$ cat src/core/input_function_pkg.sv
// Constants, register map and carrier types for the input function decoder
package input_function_pkg;

	// ==========================================================
	// Sizes
	localparam int unsigned NUM_TERMS = 8;
	localparam int unsigned ADDR_W = 12;

	// ==========================================================
	// Function codes a terminal may be assigned
	localparam logic [7:0] FN_CANCEL_OPTIMAL = 8'h0d;
	localparam logic [7:0] FN_MOTOR_TWO = 8'h0e;
	localparam logic [7:0] FN_SRC_VOLT1 = 8'h0f;
	localparam logic [7:0] FN_SRC_CURR = 8'h10;
	localparam logic [7:0] FN_SRC_VOLT2 = 8'h11;
	localparam logic [7:0] FN_RAMP_STOP = 8'h12;
	localparam logic [7:0] FN_STEP_UP = 8'h13;
	localparam logic [7:0] FN_STEP_DOWN = 8'h14;
	localparam logic [7:0] FN_PID_OFF = 8'h15;
	localparam logic [7:0] FN_COUNT_CLEAR = 8'h16;
	localparam logic [7:0] FN_COUNT_INPUT = 8'h17;
	localparam logic [7:0] FN_FWD_INCH = 8'h18;
	localparam logic [7:0] FN_REV_INCH = 8'h19;
	localparam logic [7:0] FN_EMERG_FAULT = 8'h1c;

	// ==========================================================
	// Register offsets (byte addresses)
	localparam logic [11:0] OFS_CTRL = 12'h000;
	localparam logic [11:0] OFS_FUNC_LO = 12'h004;
	localparam logic [11:0] OFS_FUNC_HI = 12'h008;
	localparam logic [11:0] OFS_STEP = 12'h00c;
	localparam logic [11:0] OFS_RATE = 12'h010;
	localparam logic [11:0] OFS_FREQ = 12'h014;
	localparam logic [11:0] OFS_COUNT = 12'h018;
	localparam logic [11:0] OFS_TARGET = 12'h01c;
	localparam logic [11:0] OFS_EVENT = 12'h020;
	localparam logic [11:0] OFS_MASK = 12'h024;
	localparam logic [11:0] OFS_STATE = 12'h028;

	// Control register fields
	localparam int unsigned CTRL_RUN = 0;
	localparam int unsigned CTRL_MODE_LSB = 1;
	localparam int unsigned CTRL_TORQUE = 4;
	localparam int unsigned CTRL_FAULT_RESET = 5;
	localparam int unsigned CTRL_EN_VOLT1 = 8;
	localparam int unsigned CTRL_EN_CURR = 9;
	localparam int unsigned CTRL_EN_VOLT2 = 10;
	localparam int unsigned CTRL_UPDN_SRC = 11;

	// Event bits
	localparam int unsigned EV_TARGET = 0;
	localparam int unsigned EV_FAULT = 1;
	localparam int unsigned EV_RAMP_STOP = 2;
	localparam int unsigned EV_INCH = 3;
	localparam int unsigned EV_W = 4;

	// Reset values and the fault display code
	localparam logic [11:0] CTRL_RESET = 12'h000;
	localparam logic [15:0] STEP_RESET = 16'h0001;
	localparam logic [31:0] RATE_RESET = 32'h0001_0001;
	localparam logic [7:0] FAULT_DISPLAY = 8'h01;

	// ==========================================================
	// Timing
	localparam int unsigned CLK_HZ = 20_000_000;
	localparam int unsigned HOLD_TIME_MS = 500;
	localparam int unsigned RATE_TIME_MS = 10;
	localparam int unsigned HOLD_CYCLES = HOLD_TIME_MS * (CLK_HZ / 1000);
	localparam int unsigned RATE_CYCLES = RATE_TIME_MS * (CLK_HZ / 1000);

	// ==========================================================
	// Types
	typedef logic [NUM_TERMS-1:0][7:0] term_codes_t;

	typedef enum logic [1:0]
	{
		SRC_PARAM = 2'b00,
		SRC_VOLT1 = 2'b01,
		SRC_CURR = 2'b10,
		SRC_VOLT2 = 2'b11
	} freq_src_t;

	typedef enum logic [1:0]
	{
		FLT_NORMAL = 2'b00,
		FLT_ACTIVE = 2'b01,
		FLT_WAIT_RESET = 2'b10
	} fault_state_t;

	typedef struct packed
	{
		logic auto_ramp;
		logic motor_set_two;
		freq_src_t freq_src;
		logic ramp_stop;
		logic coast;
		logic run_enable;
		logic pid_disable;
		logic forward_inch_command;
		logic reverse_inch_command;
		logic torque_mode;
		logic external_fault_flag;
		logic [7:0] emergency_fault_code;
		logic [15:0] freq_cmd;
		logic [15:0] count_value;
		logic count_reached;
	} drive_ctrl_t;

endpackage : input_function_pkg

$ cat src/core/input_function_decoder.sv
// Multi-function input terminal decoder for functions 13 to 28, with APB registers
//
// Contract
// - Function 13 with mode 1..4: off gives automatic ramp, on gives linear.
// - Function 14 on selects motor parameter set two, off set one.
// - Function 15 on, and enabled, selects analog voltage input one.
// - Function 16 on, and enabled, selects the analog current input.
// - Function 17 on, and enabled, selects analog voltage input two.
// - Source priority: voltage one, then current, then voltage two.
// - Function 18 on ramps the output down to stop.
// - Functions 19/20 step the frequency up/down by one step per rising edge.
// - Held up/down keeps changing the frequency at the continuous rate.
// - Function 21 on keeps PID disabled.
// - Function 22 on holds the counter at zero; counting resumes once off.
// - Function 23 adds one per rising edge, compared against the target.
// - Function 24 on runs a forward inch.
// - Function 25 on runs a reverse inch.
// - Inching in torque mode switches to speed mode, then back.
// - Function 28 on: emergency stop, show fault code, coast till terminal normal and reset issued.
// - After that fault, no run until terminal normal and reset issued.
`timescale 1ns/10ps

module input_function_decoder
	import input_function_pkg::*;
#(
	parameter int unsigned HOLD_CYC = HOLD_CYCLES,
	parameter int unsigned RATE_CYC = RATE_CYCLES
)
(
	// Clock and reset
	input wire logic mclk,
	input wire logic srst,
	// APB slave
	input wire logic psel,
	input wire logic penable,
	input wire logic pwrite,
	input wire logic [ADDR_W-1:0] paddr,
	input wire logic [31:0] pwdata,
	output logic [31:0] prdata,
	output logic pready,
	output logic pslverr,
	// Terminal contacts
	input wire logic [NUM_TERMS-1:0] contact,
	// Drive control outputs
	output drive_ctrl_t drive_ctrl,
	output logic irq
);

	// ==========================================================
	// Helpers
	// True when any terminal assigned to code shows a set bit
	function automatic logic any_term(input logic [NUM_TERMS-1:0] bits,
		input term_codes_t codes, input logic [7:0] code);
		logic hit;
		hit = 1'b0;
		for (int i = 0; i < NUM_TERMS; i++)
		begin
			if (codes[i] == code && bits[i])
				hit = 1'b1;
		end
		return hit;
	endfunction : any_term

	// Saturating up or down move of the frequency command
	function automatic logic [15:0] move_freq(input logic [15:0] f,
		input logic [15:0] d, input logic up);
		logic [16:0] s;
		s = 17'h00000;
		if (up)
		begin
			s = {1'b0, f} + {1'b0, d};
			return s[16] ? 16'hffff : s[15:0];
		end
		return (f > d) ? (f - d) : 16'h0000;
	endfunction : move_freq

	// ==========================================================
	// Registers and state
	logic [11:0] ctrl;
	term_codes_t codes;
	logic [15:0] step_unit;
	logic [31:0] rate;
	logic [15:0] freq;
	logic [15:0] count;
	logic [15:0] target;
	logic [EV_W-1:0] events;
	logic [EV_W-1:0] mask;
	logic [NUM_TERMS-1:0] sampled;
	logic [NUM_TERMS-1:0] prev;
	logic [23:0] hold_cnt;
	logic [23:0] rate_cnt;
	logic holding;
	fault_state_t fault_state;

	logic [NUM_TERMS-1:0] rise;
	logic wr_done;
	logic rd_done;
	logic fault_reset;
	logic lv_cancel, lv_motor, lv_volt1, lv_curr, lv_volt2, lv_stop, lv_up, lv_down;
	logic lv_pid, lv_clear, lv_fwd, lv_rev, lv_fault;
	logic rs_up, rs_down, rs_count, rs_stop;
	logic inch_fwd, inch_rev;
	logic [1:0] mode;
	logic updn_ok;
	logic count_inc;
	logic [EV_W-1:0] new_events;
	logic [31:0] rd_word;
	logic addr_ok;

	// ==========================================================
	// Contact sampling and edge detection
	// Contacts arrive clean and synchronous; one stage aligns them to the decode
	always_ff @(posedge mclk)
	begin
		if (srst)
		begin
			sampled <= '0;
			prev <= '0;
		end
		else
		begin
			sampled <= contact;
			prev <= sampled;
		end
	end

	assign rise = sampled & ~prev;

	// Level and edge per function
	assign lv_cancel = any_term(sampled, codes, FN_CANCEL_OPTIMAL);
	assign lv_motor = any_term(sampled, codes, FN_MOTOR_TWO);
	assign lv_volt1 = any_term(sampled, codes, FN_SRC_VOLT1);
	assign lv_curr = any_term(sampled, codes, FN_SRC_CURR);
	assign lv_volt2 = any_term(sampled, codes, FN_SRC_VOLT2);
	assign lv_stop = any_term(sampled, codes, FN_RAMP_STOP);
	assign lv_up = any_term(sampled, codes, FN_STEP_UP);
	assign lv_down = any_term(sampled, codes, FN_STEP_DOWN);
	assign lv_pid = any_term(sampled, codes, FN_PID_OFF);
	assign lv_clear = any_term(sampled, codes, FN_COUNT_CLEAR);
	assign lv_fwd = any_term(sampled, codes, FN_FWD_INCH);
	assign lv_rev = any_term(sampled, codes, FN_REV_INCH);
	assign lv_fault = any_term(sampled, codes, FN_EMERG_FAULT);
	assign rs_up = any_term(rise, codes, FN_STEP_UP);
	assign rs_down = any_term(rise, codes, FN_STEP_DOWN);
	assign rs_count = any_term(rise, codes, FN_COUNT_INPUT);
	assign rs_stop = any_term(rise, codes, FN_RAMP_STOP);

	assign mode = ctrl[CTRL_MODE_LSB +: 2];
	assign updn_ok = ctrl[CTRL_UPDN_SRC];

	// Inching refused while faulted or ramping to stop; both at once cancel out
	assign inch_fwd = lv_fwd && !lv_rev && fault_state == FLT_NORMAL && !lv_stop;
	assign inch_rev = lv_rev && !lv_fwd && fault_state == FLT_NORMAL && !lv_stop;

	// ==========================================================
	// APB slave: one wait state so every bus output is a flip-flop
	assign wr_done = psel && penable && pready && pwrite;
	assign rd_done = psel && penable && pready && !pwrite;
	assign fault_reset = wr_done && paddr == OFS_CTRL && pwdata[CTRL_FAULT_RESET];

	always_comb
	begin
		rd_word = 32'h0000_0000;
		addr_ok = 1'b1;
		case (paddr)
			OFS_CTRL: rd_word = {20'h00000, ctrl};
			OFS_FUNC_LO: rd_word = {codes[3], codes[2], codes[1], codes[0]};
			OFS_FUNC_HI: rd_word = {codes[7], codes[6], codes[5], codes[4]};
			OFS_STEP: rd_word = {16'h0000, step_unit};
			OFS_RATE: rd_word = rate;
			OFS_FREQ: rd_word = {16'h0000, freq};
			OFS_COUNT: rd_word = {16'h0000, count};
			OFS_TARGET: rd_word = {16'h0000, target};
			OFS_EVENT: rd_word = {28'h0000000, events};
			OFS_MASK: rd_word = {28'h0000000, mask};
			OFS_STATE: rd_word = {14'h0000, fault_state, 8'h00, sampled};
			default: addr_ok = 1'b0;
		endcase
	end

	// Bus handshake
	always_ff @(posedge mclk)
	begin
		if (srst)
		begin
			pready <= 1'b0;
			prdata <= 32'h0000_0000;
			pslverr <= 1'b0;
		end
		else if (psel && penable && !pready)
		begin
			pready <= 1'b1;
			prdata <= pwrite ? 32'h0000_0000 : rd_word;
			pslverr <= !addr_ok;
		end
		else
		begin
			pready <= 1'b0;
			pslverr <= 1'b0;
		end
	end

	// Configuration registers; the reset request bit is a pulse and never stored
	always_ff @(posedge mclk)
	begin
		if (srst)
		begin
			ctrl <= CTRL_RESET;
			codes <= '0;
			step_unit <= STEP_RESET;
			rate <= RATE_RESET;
			target <= 16'h0000;
			mask <= '0;
		end
		else if (wr_done)
		begin
			case (paddr)
				OFS_CTRL: ctrl <= pwdata[11:0] & ~(12'h001 << CTRL_FAULT_RESET);
				OFS_FUNC_LO: codes[3:0] <= pwdata;
				OFS_FUNC_HI: codes[7:4] <= pwdata;
				OFS_STEP: step_unit <= pwdata[15:0];
				OFS_RATE: rate <= pwdata;
				OFS_TARGET: target <= pwdata[15:0];
				OFS_MASK: mask <= pwdata[EV_W-1:0];
				default: ;
			endcase
		end
	end

	// ==========================================================
	// Up/down frequency command
	// A held contact waits out the hold time, then moves once per rate period
	always_ff @(posedge mclk)
	begin
		if (srst)
		begin
			hold_cnt <= 24'h000000;
			rate_cnt <= 24'h000000;
			holding <= 1'b0;
		end
		else if (!(updn_ok && (lv_up ^ lv_down)) || rs_up || rs_down)
		begin
			hold_cnt <= 24'h000000;
			rate_cnt <= 24'h000000;
			holding <= 1'b0;
		end
		else if (!holding)
		begin
			hold_cnt <= hold_cnt + 24'h000001;
			holding <= hold_cnt == 24'(HOLD_CYC - 1);
		end
		else
		begin
			rate_cnt <= (rate_cnt == 24'(RATE_CYC - 1)) ? 24'h000000 :
				rate_cnt + 24'h000001;
		end
	end

	// Software write wins over a terminal move in the same cycle
	always_ff @(posedge mclk)
	begin
		if (srst)
			freq <= 16'h0000;
		else if (wr_done && paddr == OFS_FREQ)
			freq <= pwdata[15:0];
		else if (updn_ok && rs_up && !lv_down)
			freq <= move_freq(freq, step_unit, 1'b1);
		else if (updn_ok && rs_down && !lv_up)
			freq <= move_freq(freq, step_unit, 1'b0);
		else if (holding && rate_cnt == 24'(RATE_CYC - 1))
			freq <= lv_up ? move_freq(freq, rate[15:0], 1'b1) :
				move_freq(freq, rate[31:16], 1'b0);
	end

	// ==========================================================
	// Event counter
	assign count_inc = rs_count && !lv_clear && count != 16'hffff;

	always_ff @(posedge mclk)
	begin
		if (srst)
			count <= 16'h0000;
		else if (lv_clear)
			count <= 16'h0000;
		else if (count_inc)
			count <= count + 16'h0001;
	end

	// ==========================================================
	// Emergency fault sequence
	// Reset is only taken once the terminal is back to normal
	always_ff @(posedge mclk)
	begin
		if (srst)
			fault_state <= FLT_NORMAL;
		else
		begin
			case (fault_state)
				FLT_NORMAL: if (lv_fault) fault_state <= FLT_ACTIVE;
				FLT_ACTIVE: if (!lv_fault) fault_state <= FLT_WAIT_RESET;
				FLT_WAIT_RESET:
				begin
					if (lv_fault)
						fault_state <= FLT_ACTIVE;
					else if (fault_reset)
						fault_state <= FLT_NORMAL;
				end
				default: fault_state <= FLT_NORMAL;
			endcase
		end
	end

	// ==========================================================
	// Sticky events; a read clears only the bits it returned, so an event
	// landing in the wait state is not lost, and a new event beats the clear
	assign new_events[EV_TARGET] = count_inc && (count + 16'h0001) == target;
	assign new_events[EV_FAULT] = lv_fault && fault_state != FLT_ACTIVE;
	assign new_events[EV_RAMP_STOP] = rs_stop;
	assign new_events[EV_INCH] = (inch_fwd || inch_rev) &&
		!(drive_ctrl.forward_inch_command || drive_ctrl.reverse_inch_command);

	always_ff @(posedge mclk)
	begin
		if (srst)
			events <= '0;
		else if (rd_done && paddr == OFS_EVENT)
			events <= (events & ~prdata[EV_W-1:0]) | new_events;
		else
			events <= events | new_events;
	end

	// Interrupt line
	always_ff @(posedge mclk)
	begin
		if (srst)
			irq <= 1'b0;
		else
			irq <= |(events & mask);
	end

	// ==========================================================
	// Drive control outputs, all registered
	always_ff @(posedge mclk)
	begin
		if (srst)
			drive_ctrl <= '0;
		else
		begin
			// Outside modes 1..4 the optimal ramp is off anyway
			drive_ctrl.auto_ramp <= (mode != 2'b00 || ctrl[3]) &&
				!(ctrl[3] && mode != 2'b00) && !lv_cancel;
			drive_ctrl.motor_set_two <= lv_motor;
			if (lv_volt1 && ctrl[CTRL_EN_VOLT1])
				drive_ctrl.freq_src <= SRC_VOLT1;
			else if (lv_curr && ctrl[CTRL_EN_CURR])
				drive_ctrl.freq_src <= SRC_CURR;
			else if (lv_volt2 && ctrl[CTRL_EN_VOLT2])
				drive_ctrl.freq_src <= SRC_VOLT2;
			else
				drive_ctrl.freq_src <= SRC_PARAM;
			drive_ctrl.ramp_stop <= lv_stop;
			drive_ctrl.coast <= fault_state != FLT_NORMAL || lv_fault;
			drive_ctrl.run_enable <= ctrl[CTRL_RUN] && fault_state == FLT_NORMAL &&
				!lv_fault;
			drive_ctrl.pid_disable <= lv_pid;
			drive_ctrl.forward_inch_command <= inch_fwd;
			drive_ctrl.reverse_inch_command <= inch_rev;
			drive_ctrl.torque_mode <= ctrl[CTRL_TORQUE] && !inch_fwd && !inch_rev;
			drive_ctrl.external_fault_flag <= fault_state != FLT_NORMAL || lv_fault;
			drive_ctrl.emergency_fault_code <= (fault_state != FLT_NORMAL || lv_fault) ?
				FAULT_DISPLAY : 8'h00;
			drive_ctrl.freq_cmd <= freq;
			drive_ctrl.count_value <= lv_clear ? 16'h0000 : count;
			drive_ctrl.count_reached <= target != 16'h0000 && count == target;
		end
	end

endmodule : input_function_decoder

$ cat config.mk
export PLATFORM = sky130hd
export DESIGN_NAME = input_function_decoder
export DESIGN_NICKNAME = d
export VERILOG_FILES = /design/src/core/input_function_pkg.sv /design/src/core/input_function_decoder.sv
export SDC_FILE = /design/constraint.sdc
export NUM_CORES = 1
export LEC_CHECK = 0
export BUFFER_PORTS_ARGS = -buffer_cell sky130_fd_sc_hd__buf_2
export CORE_MARGIN = 4
export CORE_UTILIZATION = 40
export CTS_CLUSTER_DIAMETER = 30
export DETAILED_ROUTE_END_ITERATION = 12
export GPL_ROUTABILITY_DRIVEN = 1
export SLEW_MARGIN = 5
export SYNTH_ARGS = -nofsm -noshare
export SYNTH_HDL_FRONTEND = slang
export SYNTH_SLANG_ARGS = --single-unit
export TNS_END_PERCENT = 50
$ cat constraint.sdc
create_clock -name mclk -period 4.6 [get_ports mclk]
set_input_delay 0.92 -clock mclk [delete_from_list [all_inputs] [get_ports mclk]]
set_output_delay 0.92 -clock mclk [all_outputs]
set_load 0.05 [all_outputs]
After elaboration in Yosys (flattened, before gate mapping) --
Index checks and enable logic that the tools add are counted.
Word-level totals: register bits after elaboration 333, bits of input ports 57, output and inout port bits 88, word-level logic and storage cells 581
Cells by class: $add $sub $neg 8, order comparisons 3, equal/unequal tests 133, muxes and demuxes 172, bitwise operators 9, reductions and logical operators 215
Operators by type and width (number):
- $eq A8 B5 Y1 const B | 88
- $pmux W32 S11 | 1
- $eq A8 B4 Y1 const B | 24
- $mux W16 | 12
- $logic_and A1 B1 Y1 | 173
- $mux W1 | 149
- $add A24 B1 Y24 const B | 2
- $eq A12 B5 Y1 const B | 4
- $gt A16 B16 Y1 | 3
- $sub A16 B16 Y16 | 3
- $eq A12 B6 Y1 const B | 3
- $add A16 B16 Y17 | 2
- $eq A16 B16 Y1 | 2
- $mux W32 | 1
- $eq A12 B4 Y1 const B | 2
- $eq A24 B18 Y1 const B | 1
- $eq A24 B24 Y1 const B | 1
- $mux W24 | 1
- $add A16 B1 Y16 const B | 1
- $logic_not A1 Y1 | 16
- $ne A16 B16 Y1 const B | 1
- $reduce_bool A16 Y1 | 1
- $reduce_and A2 Y1 | 7
- $eq A12 B3 Y1 const B | 1
- 24 further kinds | 41

Depth between registers and ports, before layout --
depth in word-level cells 23, gate-level depth with buffers 13, mapped depth without buffers 12

Least setup slack after synthesis --
OpenSTA, ideal clock, no wires.
path type reg2reg, start register rate[0], end register freq[0], setup time 116 ps, arrival time 2987 ps, path slack 1498 ps, cell stages (with the launch flop) 12, clock period less this slack 3102 ps, cells stage by stage dfxtp_1 -> ha_1 -> fa_1 -> a211o_1 -> a211oi_2 -> o2111ai_1 -> and2_1 -> clkbuf_1 -> o41ai_4 -> a21oi_1 -> or4_1 -> a31o_1
On the way: word-level cells in the longest chain between the ends 8, elaborated cells on any way between the ends 11, those cells by class add/sub: 2; order compare: 1; mux: 8
RTL lines:
- start: declaration | line input_function_decoder.sv:82 | logic [31:0] rate;
- start signal: assignment | line input_function_decoder.sv:222 | OFS_RATE: rate <= pwdata;
- $sub A16 B16 Y16, or another cell as far along | line input_function_decoder.sv:74 | return (f > d) ? (f - d) : 16'h0000;
- $mux W16 (on tied branches) | line input_function_decoder.sv:74, input_function_decoder.sv:72
- $mux W16 (*) | line input_function_decoder.sv:74
- $mux W16 (*) | line input_function_decoder.sv:271 | freq <= lv_up ? move_freq(freq, rate[15:0], 1'b1) :
- $mux W16 (*) | line input_function_decoder.sv:270 | else if (holding && rate_cnt == 24'(RATE_CYC - 1))
- $mux W16 (*) | line input_function_decoder.sv:268 | else if (updn_ok && rs_down && !lv_up)
- $mux W16 (*) | line input_function_decoder.sv:266 | else if (updn_ok && rs_up && !lv_down)
- $mux W16 (*) | line input_function_decoder.sv:264 | else if (wr_done && paddr == OFS_FREQ)
- end signal: assignment | line input_function_decoder.sv:265 | freq <= pwdata[15:0];
- end signal: assignment | line input_function_decoder.sv:267 | freq <= move_freq(freq, step_unit, 1'b1);
- end signal: assignment | line input_function_decoder.sv:269 | freq <= move_freq(freq, step_unit, 1'b0);
- end: declaration | line input_function_decoder.sv:83 | logic [15:0] freq;
Every way passes the cells marked *; elsewhere a longest branch is shown, timed or not. The select of a mux whose other input is x is not followed. A chain may end at the register's enable or synchronous reset.

Final worst setup path --
Ends and elaborated chain as after synthesis.

==> impl_metrics.ini <==
[layout]
nNetsFinal = 2628
fin_area_um2 = 22900
fillCellCount = 4474
syn2layout_area_growth_pct = 21.6
drive_above_1_share_pct = 14.4

[floorplan]
dieArea_um2 = 50600
core_um2 = 46600
start_util_pct = 40.4
rows = 79
die_y_um = 225
die_w_um = 225
io_pins = 145

[timing]
rsz0062_at_grt = false
fin_setup_tns_ns = 0
period_share_pct = 82.0
relSlewSlack_pct = 16.3
fin_skew_ns = 0.0322
fmax_mhz = 265
finalMaxSlewViolations = 0
period_minus_slack_ns = 3.77
setup_viol = 0
final_hold_viol_count = 0
setup_slack_ns = 0.828
tightest_slew_ns = 1.25

[grt]
grt_usage_pct = 28.8
overflow = 0
antenna_found_initial = 3
grt_pass1_wl_um = 112000
grt_pass1_vias = 18002
grt_max_degree = 94

[clock_tree]
cts_setup_buffers = 0
numCtsBuffers = 76
clk_path_buf_depth = 3
hold_buffers = 0
clock_latency_ns = 0.62
cts_tree = yes
clkSlewWorstSetupHoldPaths_ns = 0.05
clock-sinks = 325
h-tree-depth = 3
post_cts_resized = 0
root_buffer = clkbuf_16

[placement]
hpwl_um = 57200
place_area_um2 = 20000
pre_cts_slack_ns = 0.836
gp_congestion = 0.985
numPortBuffers = 137

[hold_path]
hp-class = flip-flop to flip-flop
hold_start = ctrl[7]
holdPathStages = 2
holdPathEnd = ctrl[7]

[routing]
drc_errors = 0
drt_iter0_markers = 2001
first_pass_iters = 8
vias = 19167
via_per_inst = 6.05
routed_wl_um = 76100
avgRoutedWirePerCell_um = 24.0
ant_nets = 0

[logic_synthesis]
yosysUniqueCellTypes = 97
syn_avg_cell_area_um2 = 7.88
ys_seq_elements = 325
synthesis.area_um2 = 18800
synth_edf_count = 0
synth_seq_area_share_pct = 34.6
synthArstFlopShare_pct = 0
syn_inst = 2388
ys_warn_count = 0
synthFlopType = dfxtp_1

[pwr]
total_power_mw = 9.07
ir_worst_vdd_mv = 0.445
leakagePower_nw = 8.53
powerDensity_nw_per_um2 = 396

[critical_path]
required_ns = 5.10
r2r_start = rate[0]
setup.worst_path.class = flip-flop to flip-flop
cp_max_fo = 15
r2r.worst_path.cells = 10
crit_path_start_kind = flip-flop
crit_start = rate[0]
reg2reg_slack_ns = 0.83
worstPathArrival_ns = 4.28
reg2reg_to = freq[0]
crit_path_end_kind = flip-flop

[run_status]
status = finished, final reports clean

[job]
max-cap-violations = 0
[per-stage QoR]
step / cells / utilization [%] / hold slack [ns]
after floorplan: 2394 / - / 0.436
after global placement: 3029 / 43.0 / 0.445
after detailed placement: 3029 / 43.0 / 0.456
after CTS: 3168 / 49.2 / 0.465
after global routing: 3169 / 49.2 / 0.492
final: 3170 / 49.2 / 0.467
[cell type report]
cell class / instances / area (um2) / area share [%]
clock buffers: 99 / 2140 / 9.34
repair buffers: 177 / 992 / 4.33
multi-input cells: 1848 / 11500 / 50.1
well taps: 607 / 759 / 3.32
diodes: 2 / 5.00 / 0.0219
flip-flops and latches: 325 / 6510 / 28.4
clock inverters: 40 / 757 / 3.31
inverters: 72 / 270 / 1.18
[logic make-up after synthesis]
logic type	after synthesis	share of synthesized area, %
AOI/OAI and AO/OA	569	20.5
and+or+nand+nor	1045	27.7
DFF	325	34.6
adders and majority gates	71	4.88
muxes	26	1.39
other	1	0.0199
xor gates and xnor gates	130	6.05
buffers and inverters	221	4.89
[cells in the final DEF (no fill, tap or decap), types with 23 or more instances in the layout]
| cell type | count |
|---|---|
| o21ai_0 | 34 |
| buf_2 | 136 |
| a22oi_1 | 31 |
| a22o_1 | 23 |
| a31oi_1 | 26 |
| clkbuf_16 | 77 |
| nor2_1 | 243 |
| nor3_1 | 39 |
| ha_1 | 67 |
| dfxtp_1 | 325 |
| inv_1 | 72 |
| mux2i_1 | 25 |
| nor2b_1 | 48 |
| nor4_1 | 31 |
| o22ai_1 | 25 |
| nand2_1 | 353 |
| buf_4 | 40 |
| nand4_1 | 26 |
| a21oi_1 | 230 |
| nand3_1 | 69 |
| a221oi_1 | 26 |
| xnor2_1 | 64 |
| xor2_1 | 66 |
| and3_1 | 43 |
[routing by layer]
metal | routed length, um | GRT usage [%] | vias up | share of wire [%]
met5 | 13 | 0 | - | 0.017
met4 | 4040 | 13.9 | 2 | 5.3
met3 | 6860 | 7.44 | 222 | 9.0
met2 | 33700 | 44.6 | 933 | 44
met1 | 31500 | 37.5 | 9174 | 41
li1 | - | - | 8836 | -
[where the power goes]
| group | internal, mW | switching (mW) |
|---|---|---|
| logic | 0.0343 | 0.127 |
| registers | 2.83 | 0.0154 |
| clock network | 4.25 | 1.81 |
[synth_stat cells, drive strengths merged, types with 34 or more instances]
master  instances  area, um2
nand2         353       1330
dfxtp         325       6510
nor2          245        922
a21oi         231       1160
clkbuf        111        423
inv            72        270
nand3          71        365
ha             67        838
xor2           66        578
xnor2          64        561
nor2b          48        300
nor3           45        235
and3           43        269
buf            38        228
nor4           37        259
o21ai          34        170
[worst max path at each step]
stage | to | slack [ns] | cells after the start
after global placement | prdata[2] | 0.88 | 9
after CTS | freq[0] | 0.87 | 10
after detailed placement | prdata[2] | 0.84 | 9
after floorplan | freq[0] | 1.50 | 11
final | freq[0] | 0.83 | 10
after global routing | freq[0] | 0.65 | 10
[worst max-delay path: stages, from the launching register on]
cell       delay, ns
dfxtp_1         0.33
ha_1            0.23
fa_1            0.43
a211o_1         0.35
a211oi_2        0.24
o2111ai_1       0.14
and2_1          0.23
o41ai_4         0.80
a21oi_1         0.14
or4_1           0.53
a31o_1          0.22
[state kept, by name (all words and copies together) (netlist names)]
register and flops:
codes 64, drive_ctrl 44, prdata 32, rate 32
hold_cnt 24, rate_cnt 24, count 16, freq 16
step_unit 16, target 16, ctrl 11, prev 8
sampled 8, events 4, mask 4, fault_state 2
holding 1, irq 1, pready 1, pslverr 1
Note: power is estimated with default switching activity, not from simulation.
